`config.mk`:
```
export PLATFORM = sky130hd
export DESIGN_NAME = uid_rom_regs
export DESIGN_NICKNAME = d
export VERILOG_FILES = /design/src/hdl/uid_rom_pkg.sv /design/src/hdl/uid_rom_regs.sv
export SDC_FILE = /design/constraint.sdc
export NUM_CORES = 1
export LEC_CHECK = 0
export ABC_CLOCK_PERIOD_IN_PS = 4300
export BUFFER_PORTS_ARGS = -buffer_cell sky130_fd_sc_hd__buf_4
export CORE_UTILIZATION = 40
export DETAILED_ROUTE_END_ITERATION = 10
export GPL_TIMING_DRIVEN = 0
export PLACE_DENSITY = 0.65
export SYNTH_ARGS = -nofsm -noshare
export SYNTH_HDL_FRONTEND = slang
export SYNTH_SLANG_ARGS = --single-unit
```
`constraint.sdc`:
```
create_clock -name CLK -period 4.3 [get_ports CLK]
set_clock_uncertainty 0.2 [all_clocks]
set_input_delay 0.43 -clock CLK [delete_from_list [all_inputs] [get_ports CLK]]
set_output_delay 0.43 -clock CLK [all_outputs]
set_load 0.01 [all_outputs]
```
`src/hdl/uid_rom_pkg.sv`:
```
// Package: offsets, fields and reset values of the identifier and ROM map bank
package uid_rom_pkg;
	localparam int ADDR_W = 8;
	localparam logic [7:0] OFS_UID_UPPER = 8'h24;
	localparam logic [7:0] OFS_UID_LOWER = 8'h28;
	localparam logic [7:0] OFS_ROM_BASE = 8'h34;
	localparam logic [7:0] OFS_LOAD_CTRL = 8'h30;
	localparam logic [31:0] UID_RESET = 32'h00000000;
	localparam logic [31:0] ROM_BASE_RESET = 32'h00000000;
	localparam logic [31:0] ROM_BASE_MASK = 32'hFFFFFC00;
	localparam int ROM_OFS_BITS = 10;
	localparam logic [47:0] ROM_WIN_LO = 48'hFFFFF0000400;
	localparam logic [47:0] ROM_WIN_HI = 48'hFFFFF00007FF;
	typedef enum logic [1:0] {
		LD_WAIT = 2'b00,
		LD_OPEN = 2'b01,
		LD_LOCK = 2'b11
	} load_state_e;
endpackage

```
`src/hdl/uid_rom_regs.sv`:
```
// Module: unique identifier registers and configuration ROM address mapping
//
// The plain strobed port was left to the implementer.
`timescale 1ns/10ps
module uid_rom_regs
(
	input wire logic CLK, // 100 MHz clock
	input wire logic SYS_RST, // Global power-on reset, sync high
	input wire logic CE, // Clock enable, freezes state when low
	input wire logic HOST_BUS_RESET, // Host bus reset level, pin
	input wire logic EEPROM_PRESENT, // EEPROM detected level, pin
	input wire logic EE_LOAD_VALID, // EEPROM loader word pair valid
	input wire logic [31:0] EE_UID_UPPER, // EEPROM upper identifier
	input wire logic [31:0] EE_UID_LOWER, // EEPROM lower identifier
	input wire logic [uid_rom_pkg::ADDR_W-1:0] ADDR, // Register byte address
	input wire logic [31:0] WDATA, // Write data
	input wire logic WR, // Write strobe
	input wire logic RD, // Read strobe
	output logic [31:0] RDATA, // Read data, cycle after RD
	input wire logic ROM_REQ, // Incoming quadlet read request
	input wire logic [47:0] ROM_OFS, // 1394 offset of request
	output logic ROM_HIT, // Mapped request pulse
	output logic [31:0] ROM_HOST_ADDR, // Host memory address
	output logic UID_LOCKED // Identifier locked status
);
	import uid_rom_pkg::*;

	////////////////////////////////////////////////////////////////////////
	// Pin synchronisers
	logic [1:0] bus_rst_sync_r, bus_rst_sync_nxt;
	logic [1:0] eep_sync_r, eep_sync_nxt;
	logic bus_rst;
	logic ee_present;

	// Two flops, only the second is read by logic
	always_comb
	begin
		bus_rst_sync_nxt = {bus_rst_sync_r[0], HOST_BUS_RESET};
		eep_sync_nxt = {eep_sync_r[0], EEPROM_PRESENT};
	end

	always_ff @(posedge CLK)
	begin
		if (SYS_RST)
		begin
			// Reset as held, so no false window before the pin drops
			bus_rst_sync_r <= 2'b11;
			eep_sync_r <= 2'b00;
		end
		else if (CE)
		begin
			bus_rst_sync_r <= bus_rst_sync_nxt;
			eep_sync_r <= eep_sync_nxt;
		end
	end

	assign bus_rst = bus_rst_sync_r[1];
	assign ee_present = eep_sync_r[1];

	////////////////////////////////////////////////////////////////////////
	// Identifier load and lock
	load_state_e ld_state_r, ld_state_nxt;
	logic [31:0] uid_upper_r, uid_upper_nxt;
	logic [31:0] uid_lower_r, uid_lower_nxt;
	logic wr_upper, wr_lower;
	logic fw_done_r, fw_done_nxt;
	logic up_done_r, up_done_nxt;

	assign wr_upper = WR && (ADDR == OFS_UID_UPPER);
	assign wr_lower = WR && (ADDR == OFS_UID_LOWER);

	// Window opens when bus reset drops; closes after load completes
	always_comb
	begin
		ld_state_nxt = ld_state_r;
		uid_upper_nxt = uid_upper_r;
		uid_lower_nxt = uid_lower_r;
		fw_done_nxt = fw_done_r;
		up_done_nxt = up_done_r;
		case (ld_state_r)
			LD_WAIT:
			begin
				if (!bus_rst)
					ld_state_nxt = LD_OPEN;
			end
			LD_OPEN:
			begin
				if (ee_present)
				begin
					if (EE_LOAD_VALID)
					begin
						uid_upper_nxt = EE_UID_UPPER;
						uid_lower_nxt = EE_UID_LOWER;
						ld_state_nxt = LD_LOCK;
					end
				end
				else
				begin
					if (wr_upper)
					begin
						uid_upper_nxt = WDATA;
						up_done_nxt = 1'b1;
					end
					if (wr_lower)
					begin
						uid_lower_nxt = WDATA;
						fw_done_nxt = 1'b1;
					end
					// Lock once both quadlets written, in either order
					if ((wr_upper && fw_done_r) || (wr_lower && up_done_r))
						ld_state_nxt = LD_LOCK;
				end
			end
			LD_LOCK:
			begin
				ld_state_nxt = LD_LOCK;
			end
			default:
				ld_state_nxt = LD_WAIT;
		endcase
	end

	// only the global reset clears identifiers
	always_ff @(posedge CLK)
	begin
		if (SYS_RST)
		begin
			ld_state_r <= LD_WAIT;
			uid_upper_r <= UID_RESET;
			uid_lower_r <= UID_RESET;
			fw_done_r <= 1'b0;
			up_done_r <= 1'b0;
		end
		else if (CE)
		begin
			ld_state_r <= ld_state_nxt;
			uid_upper_r <= uid_upper_nxt;
			uid_lower_r <= uid_lower_nxt;
			fw_done_r <= fw_done_nxt;
			up_done_r <= up_done_nxt;
		end
	end

	////////////////////////////////////////////////////////////////////////
	// ROM base register and read port
	logic [31:0] rom_base_r, rom_base_nxt;
	logic [31:0] rdata_r, rdata_nxt;
	logic locked_r, locked_nxt;

	// Register read decode, reused by the read mux
	function automatic logic [31:0] read_word(input logic [7:0] a,
		input logic [31:0] up, input logic [31:0] lo,
		input logic [31:0] base, input logic [1:0] st);
		logic [31:0] v;
		v = 32'h00000000;
		if (a == OFS_UID_UPPER)
			v = up;
		else if (a == OFS_UID_LOWER)
			v = lo;
		else if (a == OFS_ROM_BASE)
			v = base;
		else if (a == OFS_LOAD_CTRL)
			v = {30'h00000000, st};
		else
			v = 32'h00000000;
		return v;
	endfunction

	always_comb
	begin
		rom_base_nxt = rom_base_r;
		if (WR && (ADDR == OFS_ROM_BASE))
			rom_base_nxt = WDATA & ROM_BASE_MASK;
		rdata_nxt = 32'h00000000;
		if (RD)
			rdata_nxt = read_word(ADDR, uid_upper_r, uid_lower_r,
				rom_base_r, ld_state_r);
		locked_nxt = (ld_state_nxt == LD_LOCK);
	end

	always_ff @(posedge CLK)
	begin
		if (SYS_RST)
		begin
			rom_base_r <= ROM_BASE_RESET;
			rdata_r <= 32'h00000000;
			locked_r <= 1'b0;
		end
		else if (CE)
		begin
			rom_base_r <= rom_base_nxt;
			rdata_r <= rdata_nxt;
			locked_r <= locked_nxt;
		end
	end

	////////////////////////////////////////////////////////////////////////
	// ROM window address mapping
	logic hit_r, hit_nxt;
	logic [31:0] haddr_r, haddr_nxt;
	logic in_win;

	assign in_win = (ROM_OFS >= ROM_WIN_LO) && (ROM_OFS <= ROM_WIN_HI);

	// base plus low ten offset bits
	always_comb
	begin
		hit_nxt = ROM_REQ && in_win;
		haddr_nxt = haddr_r;
		if (ROM_REQ && in_win)
			haddr_nxt = rom_base_r +
				{22'h000000, ROM_OFS[ROM_OFS_BITS-1:0]};
	end

	always_ff @(posedge CLK)
	begin
		if (SYS_RST)
		begin
			hit_r <= 1'b0;
			haddr_r <= 32'h00000000;
		end
		else if (CE)
		begin
			hit_r <= hit_nxt;
			haddr_r <= haddr_nxt;
		end
	end

	assign RDATA = rdata_r;
	assign ROM_HIT = hit_r;
	assign ROM_HOST_ADDR = haddr_r;
	assign UID_LOCKED = locked_r;

	////////////////////////////////////////////////////////////////////////
	// Checks
	AST_UPPER_RESET: assert property (
		@(posedge CLK) SYS_RST |=> (uid_upper_r == 32'h00000000))
		else $error("upper identifier not cleared");
	AST_LOWER_RESET: assert property (
		@(posedge CLK) SYS_RST |=> (uid_lower_r == 32'h00000000))
		else $error("lower identifier not cleared");
	AST_LOCK_HOLD: assert property (
		@(posedge CLK) disable iff (SYS_RST)
		locked_r |=> $stable(uid_upper_r) && $stable(uid_lower_r))
		else $error("identifier changed after lock");
	// Writes before the window opens must not land either
	AST_WAIT_IGNORE: assert property (
		@(posedge CLK) disable iff (SYS_RST)
		(CE && ld_state_r == LD_WAIT) |=>
		$stable(uid_upper_r) && $stable(uid_lower_r))
		else $error("identifier changed before window");
	AST_EE_LOAD: assert property (
		@(posedge CLK) disable iff (SYS_RST)
		(CE && ld_state_r == LD_OPEN && ee_present && EE_LOAD_VALID)
		|=> (uid_upper_r == $past(EE_UID_UPPER)) && locked_r)
		else $error("EEPROM load missed");
	AST_EE_LOWER: assert property (
		@(posedge CLK) disable iff (SYS_RST)
		(CE && ld_state_r == LD_OPEN && ee_present && EE_LOAD_VALID)
		|=> (uid_lower_r == $past(EE_UID_LOWER)))
		else $error("EEPROM lower load missed");
	AST_FW_IGNORE_EE: assert property (
		@(posedge CLK) disable iff (SYS_RST)
		(CE && ld_state_r == LD_OPEN && ee_present && wr_upper
		&& !EE_LOAD_VALID) |=> $stable(uid_upper_r))
		else $error("firmware write taken with EEPROM");
	AST_BUSRST_KEEP: assert property (
		@(posedge CLK) disable iff (SYS_RST)
		(locked_r && bus_rst) |=> locked_r)
		else $error("bus reset disturbed identifiers");
	AST_BASE_LOW0: assert property (
		@(posedge CLK) disable iff (SYS_RST)
		rom_base_r[9:0] == 10'h000)
		else $error("ROM base low bits set");
	AST_BASE_WR: assert property (
		@(posedge CLK) disable iff (SYS_RST)
		(CE && WR && ADDR == OFS_ROM_BASE) |=>
		rom_base_r == ($past(WDATA) & ROM_BASE_MASK))
		else $error("ROM base write lost");
	AST_MAP: assert property (
		@(posedge CLK) disable iff (SYS_RST)
		(CE && ROM_REQ && in_win) |=> ROM_HIT &&
		ROM_HOST_ADDR == $past(rom_base_r) +
		{22'h000000, $past(ROM_OFS[9:0])})
		else $error("ROM address wrong");
	AST_NO_HIT: assert property (
		@(posedge CLK) disable iff (SYS_RST)
		(CE && !(ROM_REQ && in_win)) |=> !ROM_HIT)
		else $error("ROM hit outside window");
	AST_READ_UP: assert property (
		@(posedge CLK) disable iff (SYS_RST)
		(CE && RD && ADDR == OFS_UID_UPPER) |=>
		RDATA == $past(uid_upper_r))
		else $error("upper read wrong");
	AST_READ_LO: assert property (
		@(posedge CLK) disable iff (SYS_RST)
		(CE && RD && ADDR == OFS_UID_LOWER) |=>
		RDATA == $past(uid_lower_r))
		else $error("lower read wrong");

	COV_EE_LOCK: cover property (@(posedge CLK)
		ld_state_r == LD_OPEN && ee_present ##1 locked_r);
	COV_FW_LOCK: cover property (@(posedge CLK)
		ld_state_r == LD_OPEN && !ee_present ##1 locked_r);
	COV_MAP: cover property (@(posedge CLK) ROM_HIT);
endmodule

```
After elaboration in Yosys (flattened, before gate mapping) --
Index checks and enable logic that the tools add are counted.
Word-level totals: input bits 161, register bits after elaboration 160, logic and storage cells 57, output and inout port bits 66
Cells by class: reduce and logical (&&, ||, !) cells 17, add/sub/neg operators 1, magnitude comparators 2, eq/ne operators 8, muxes and demuxes 16, bitwise operators 1
Operators with widths (count):
- two-way mux 32 bit | 10
- >= comparator 48 bit (second input constant) | 1
- <= comparator 48 bit (second input constant) | 1
- adder 32 x 10 -> 32 bit | 1
- == test 8 x 6 -> 1 bit (second input constant) | 4
- AND reduction 4 bit | 4
- two-way mux 2 bit | 5
- logical AND 1 bit | 7
- one-hot mux 2 bit (3 select lines) | 1
- == test 2 bit (second input constant) | 2
- AND reduction 2 bit | 2
- nonzero test 2 bit | 2
- == test 2 x 1 -> 1 bit (second input constant) | 1
- zero test 2 bit | 1
- inequality test 2 bit (second input constant) | 1
- logical OR 1 bit | 1
- inverter 1 bit | 1

Depth between registers and ports, before layout --
depth in word-level cells 8, depth in mapped cells 8, mapped depth without buffers 4

Worst setup path before layout --
Ideal clock, no wire load.
kind in2reg, from input port ROM_OFS[11], to register haddr_r[10] (netlist: ROM_HOST_ADDR[10]), cell stages on the path 5, setup time 0.072 ns, buffers on the path 1, data arrival time 1.987 ns, setup slack 2.041 ns, data required time 4.028 ns, cells stage by stage nand4bb_1 or4_4 nor4_4 buf_6 mux2i_1
Between the ends: cells in the longest elaborated chain, start to end 4, elaborated cells on any way between the ends 5, those cells by class order compare: 2; reduce/logical: 3
Ends and longest elaborated chain:
- start: declaration | RTL line uid_rom_regs.sv:21 | input wire logic [47:0] ROM_OFS,
- >= comparator 48 bit or <= comparator 48 bit (tied branches) | RTL line uid_rom_regs.sv:203 | assign in_win = (ROM_OFS >= ROM_WIN_LO) && (ROM_OFS <= ROM_WIN_HI);
- logical AND 1 bit (*) | RTL line uid_rom_regs.sv:203
- logical AND 1 bit (*) | RTL line uid_rom_regs.sv:210 | if (ROM_REQ && in_win)
- AND reduction 2 bit (no line) (*)
- end signal: assignment | RTL line uid_rom_regs.sv:225 | haddr_r <= haddr_nxt;
- end: declaration | RTL line uid_rom_regs.sv:200 | logic [31:0] haddr_r, haddr_nxt;
Every way passes the cells marked *; elsewhere a longest branch is shown, timed or not. A chain may end at the register's enable or synchronous reset.

Worst setup path in the final report --
from input port ADDR[7] (netlist name), to register uid_lower_r[14]
Between the ends: cells in the longest elaborated chain, start to end 4
Ends and longest elaborated chain:
- start: declaration | RTL line uid_rom_regs.sv:15 | input wire logic [uid_rom_pkg::ADDR_W-1:0] ADDR,
- == test 8 x 6 -> 1 bit | RTL line uid_rom_regs.sv:70 | assign wr_lower = WR && (ADDR == OFS_UID_LOWER);
- logical AND 1 bit | RTL line uid_rom_regs.sv:70
- nonzero test 2 bit (no line)
- AND reduction 4 bit (no line)
- end signal: assignment | RTL line uid_rom_regs.sv:138 | uid_lower_r <= uid_lower_nxt;
- end: declaration | RTL line uid_rom_regs.sv:64 | logic [31:0] uid_lower_r, uid_lower_nxt;
No other way between the ends.

==> results.py <==
metrics = {
    "status": {
        "outcome": "completed",
    },
    "clock_tree": {
        "numCtsBuffers": 17,
        "cts_buffer_depth": 2,
        "cts_htree_levels": 4,
        "post_cts_buffers": 0,
        "clkLatencyLatePin_ns": 0.43,
        "holdBufCountCts": 0,
        "root_buffer": "clkbuf_16",
        "ctsResizeCount": 0,
        "clkSlewWorstSetupHoldPaths_ns": 0.06,
        "cts_tree": "yes",
        "cts_sinks": 160,
    },
    "synth": {
        "postSynth.asyncResetShare_pct": 0,
        "synth_seq_cells": 160,
        "synth_cell_type_count": 42,
        "synthCells": 776,
        "syn_nets": 937,
        "synth_xor_area_share_pct": 0,
        "synth_area_per_cell_um2": 8.98,
        "seq_area_frac_synth_pct": 46.0,
        "yosysWarnings": 0,
        "synthFlopType": "dfxtp_1",
        "synth-simple-area-share_pct": 18.3,
        "synth_compound_area_share_pct": 18.2,
        "synth_fa_ha_area_share_pct": 0,
        "synth_top_family_by_area": "simple AND/OR/NAND/NOR gates",
        "synth-edff-count": 0,
        "synthMuxAreaShare_pct": 12.9,
        "synthesis.area_um2": 6970,
    },
    "place": {
        "placedInstanceArea_um2": 8930,
        "placedCellCount": 1221,
        "gp_congestion": 0.825,
        "dpl.hpwl_um": 17700,
        "io_buffers": 225,
    },
    "grt": {
        "grt_antenna_before_repair": 0,
        "use_met1_pct": 35.6,
        "first_global_vias": 6908,
        "grt_pass1_wl_um": 37600,
        "track_usage_pct": 27.2,
        "grt.busiest_layer": "met2",
        "grt_max_degree": 17,
        "use_met3_pct": 6.46,
        "overflow": 0,
        "use_met2_pct": 44.0,
    },
    "sta": {
        "min_period_ns": 2.48,
        "finalHoldViolations": 0,
        "fin_crit_sh_pct": 57.6,
        "fmax_mhz": 404,
        "setup_viol": 0,
        "tightest_slew_ns": 0.941,
        "finalSetupTns_ns": 0,
        "hold_ws_ns": 0.0370,
        "drv_slew": 0,
        "rsz0062_at_grt": "false",
        "max_slew_margin_pct": 37.1,
    },
    "detailed_routing": {
        "first_iter_violations": 508,
        "wire_per_inst_um": 19.0,
        "via_per_inst": 5.49,
        "ant_nets": 0,
        "drc": 0,
        "drtPass1Iterations": 5,
        "vias": 6876,
        "routed_wl_um": 23800,
    },
    "worst_setup_path": {
        "critPathTopFamily": "simple AND/OR/NAND/NOR gates",
        "critical-path-max-stage-delay_ns": 0.82,
        "path_cells": "buf_4, nor4b_2, nand4_1, clkbuf_1, o221ai_1, nor2_1",
        "worstPathArrival_ns": 2.59,
        "crit_type": "in2reg",
        "timing.critical_path.from_type": "input pin",
        "end_kind": "flop",
        "path_buf_inv": 2,
        "cp.required_ns": 4.42,
        "crit_fanout": 10,
        "cp_slowest_cell": "nor4b_2",
    },
    "layout": {
        "diodes": 0,
        "drive_above_1_share_pct": 27.2,
        "nets": 1181,
        "area.growth.synth_to_final_pct": 36.8,
        "final_area_um2": 9530,
        "nFillCells": 1609,
        "finalNonFillerCells": 1252,
    },
    "floorplanning": {
        "die_h_um": 134,
        "start_util_pct": 41.4,
        "core_area_um2": 16800,
        "num_io_pins": 227,
        "row_count": 47,
        "die_area_um2": 18000,
        "dieWidth_um": 134,
    },
    "pwr": {
        "pwr_density_cell_nw_per_um2": 346,
        "p_leak_nw": 3.61,
        "ir_worst_vdd_uv": 290,
    },
    "flow_run": {
        "drv_cap": 0,
    },
    "min_path": {
        "hold_class": "in2reg",
    },
}
## metal layers
metal,wire [um],vias up
met5,0,-
met4,450,0
met3,1800,31
met2,11100,266
met1,10500,3265
li1,-,3314
## kinds of logic after synthesis
logic type             count (synthesis)
multiplexers                          90
AND/OR/NAND/NOR                      272
buffers and inverters                 73
flip-flops                           160
AO/OA/AOI/OAI                        181
## worst reg2reg max path, delay by kind of cell (launching register included)
kind	cells	cell delay, ns
flip-flops	1	0.43
buffers and inverters	2	0.91
AO/OA/AOI/OAI	1	0.24
AND/OR/NAND/NOR	3	0.59
## final cells by class
cell class / count / area, um2 / area share [%]
Inverter: 2 / 7.51 / 0.0787
Buffer: 71 / 313 / 3.28
Tap cell: 220 / 275 / 2.89
Timing Repair Buffer: 225 / 1690 / 17.7
Clock inverter: 13 / 163 / 1.71
Clock buffer: 18 / 439 / 4.61
Multi-Input combinational cell: 543 / 3440 / 36.1
Sequential cell: 160 / 3200 / 33.6
## flip-flops by register name (all words and copies together), names as in the netlist
signal	flops
rom_base_r	22
up_done_r	1
ROM_HOST_ADDR	32
bus_rst_sync_r	2
uid_lower_r	32
RDATA	32
ROM_HIT	1
UID_LOCKED	1
ld_state_r	2
fw_done_r	1
eep_sync_r	2
uid_upper_r	32
## placed cells by master (no fill, tap or decap), types with 4 or more instances in the layout
| cell | synthesis | layout |
|---|---|---|
| buf_4 | 2 | 227 |
| nor2b_1 | 4 | 4 |
| a21oi_1 | 47 | 47 |
| nor3_1 | 66 | 66 |
| nor2_1 | 68 | 68 |
| nand4_1 | 8 | 8 |
| buf_2 | 13 | 13 |
| a22oi_1 | 7 | 7 |
| o21ai_0 | 7 | 7 |
| clkbuf_16 | 0 | 17 |
| o21a_1 | 23 | 23 |
| o221ai_1 | 32 | 32 |
| nand2_1 | 101 | 101 |
| mux2i_1 | 90 | 90 |
| a211oi_1 | 32 | 32 |
| dfxtp_1 | 160 | 160 |
| o31ai_1 | 26 | 26 |
| clkbuf_1 | 50 | 50 |
## path summary, 6_finish.rpt
check | startpoint | endpoint | slack (ns) | cells past startpoint
setup / recovery | ADDR[7] | uid_lower_r[14] | 1.82 | 6
hold reg to reg | RDATA[20] | RDATA[20] | 0.25 | 2
hold / removal | HOST_BUS_RESET | bus_rst_sync_r[0] | 0.04 | 3
setup reg to reg | ld_state_r[0] | uid_upper_r[4] | 1.85 | 6
## cells in the mapped netlist, types with 7 or more instances
cell type    n  area [um2]
buf_2       13        65.1
dfxtp_1    160        3200
a211oi_1    32         240
o21a_1      23         173
nand2_1    101         379
o31ai_1     26         195
nor2_1      68         255
mux2i_1     90         901
o21ai_0      7        35.0
nand4_1      8        50.1
clkbuf_1    50         188
a22oi_1      7        52.6
o221ai_1    32         280
nor3_1      66         330
a21oi_1     47         235
## metrics by stage
step | setup WS, ns | power [W] | utilization (%)
6_report | 1.82 | 0.00330 | 56.7
5_1_grt | 1.64 | 0.00340 | 56.7
4_1_cts | 1.84 | 0.00332 | 56.7
3_5_place_dp | 1.40 | 0.00178 | 53.1
3_3_place_gp | 1.45 | 0.00178 | 53.1
2_1_floorplan | 2.04 | 0.00161 | -
## power by group
part,total [W],internal (W),switching (W)
sequential,0.00149,0.00148,0.00000174
combinational,0.000259,0.000131,0.000128
clock,0.00156,0.000926,0.000630
No activity file was read; power rests on OpenSTA's default activity.
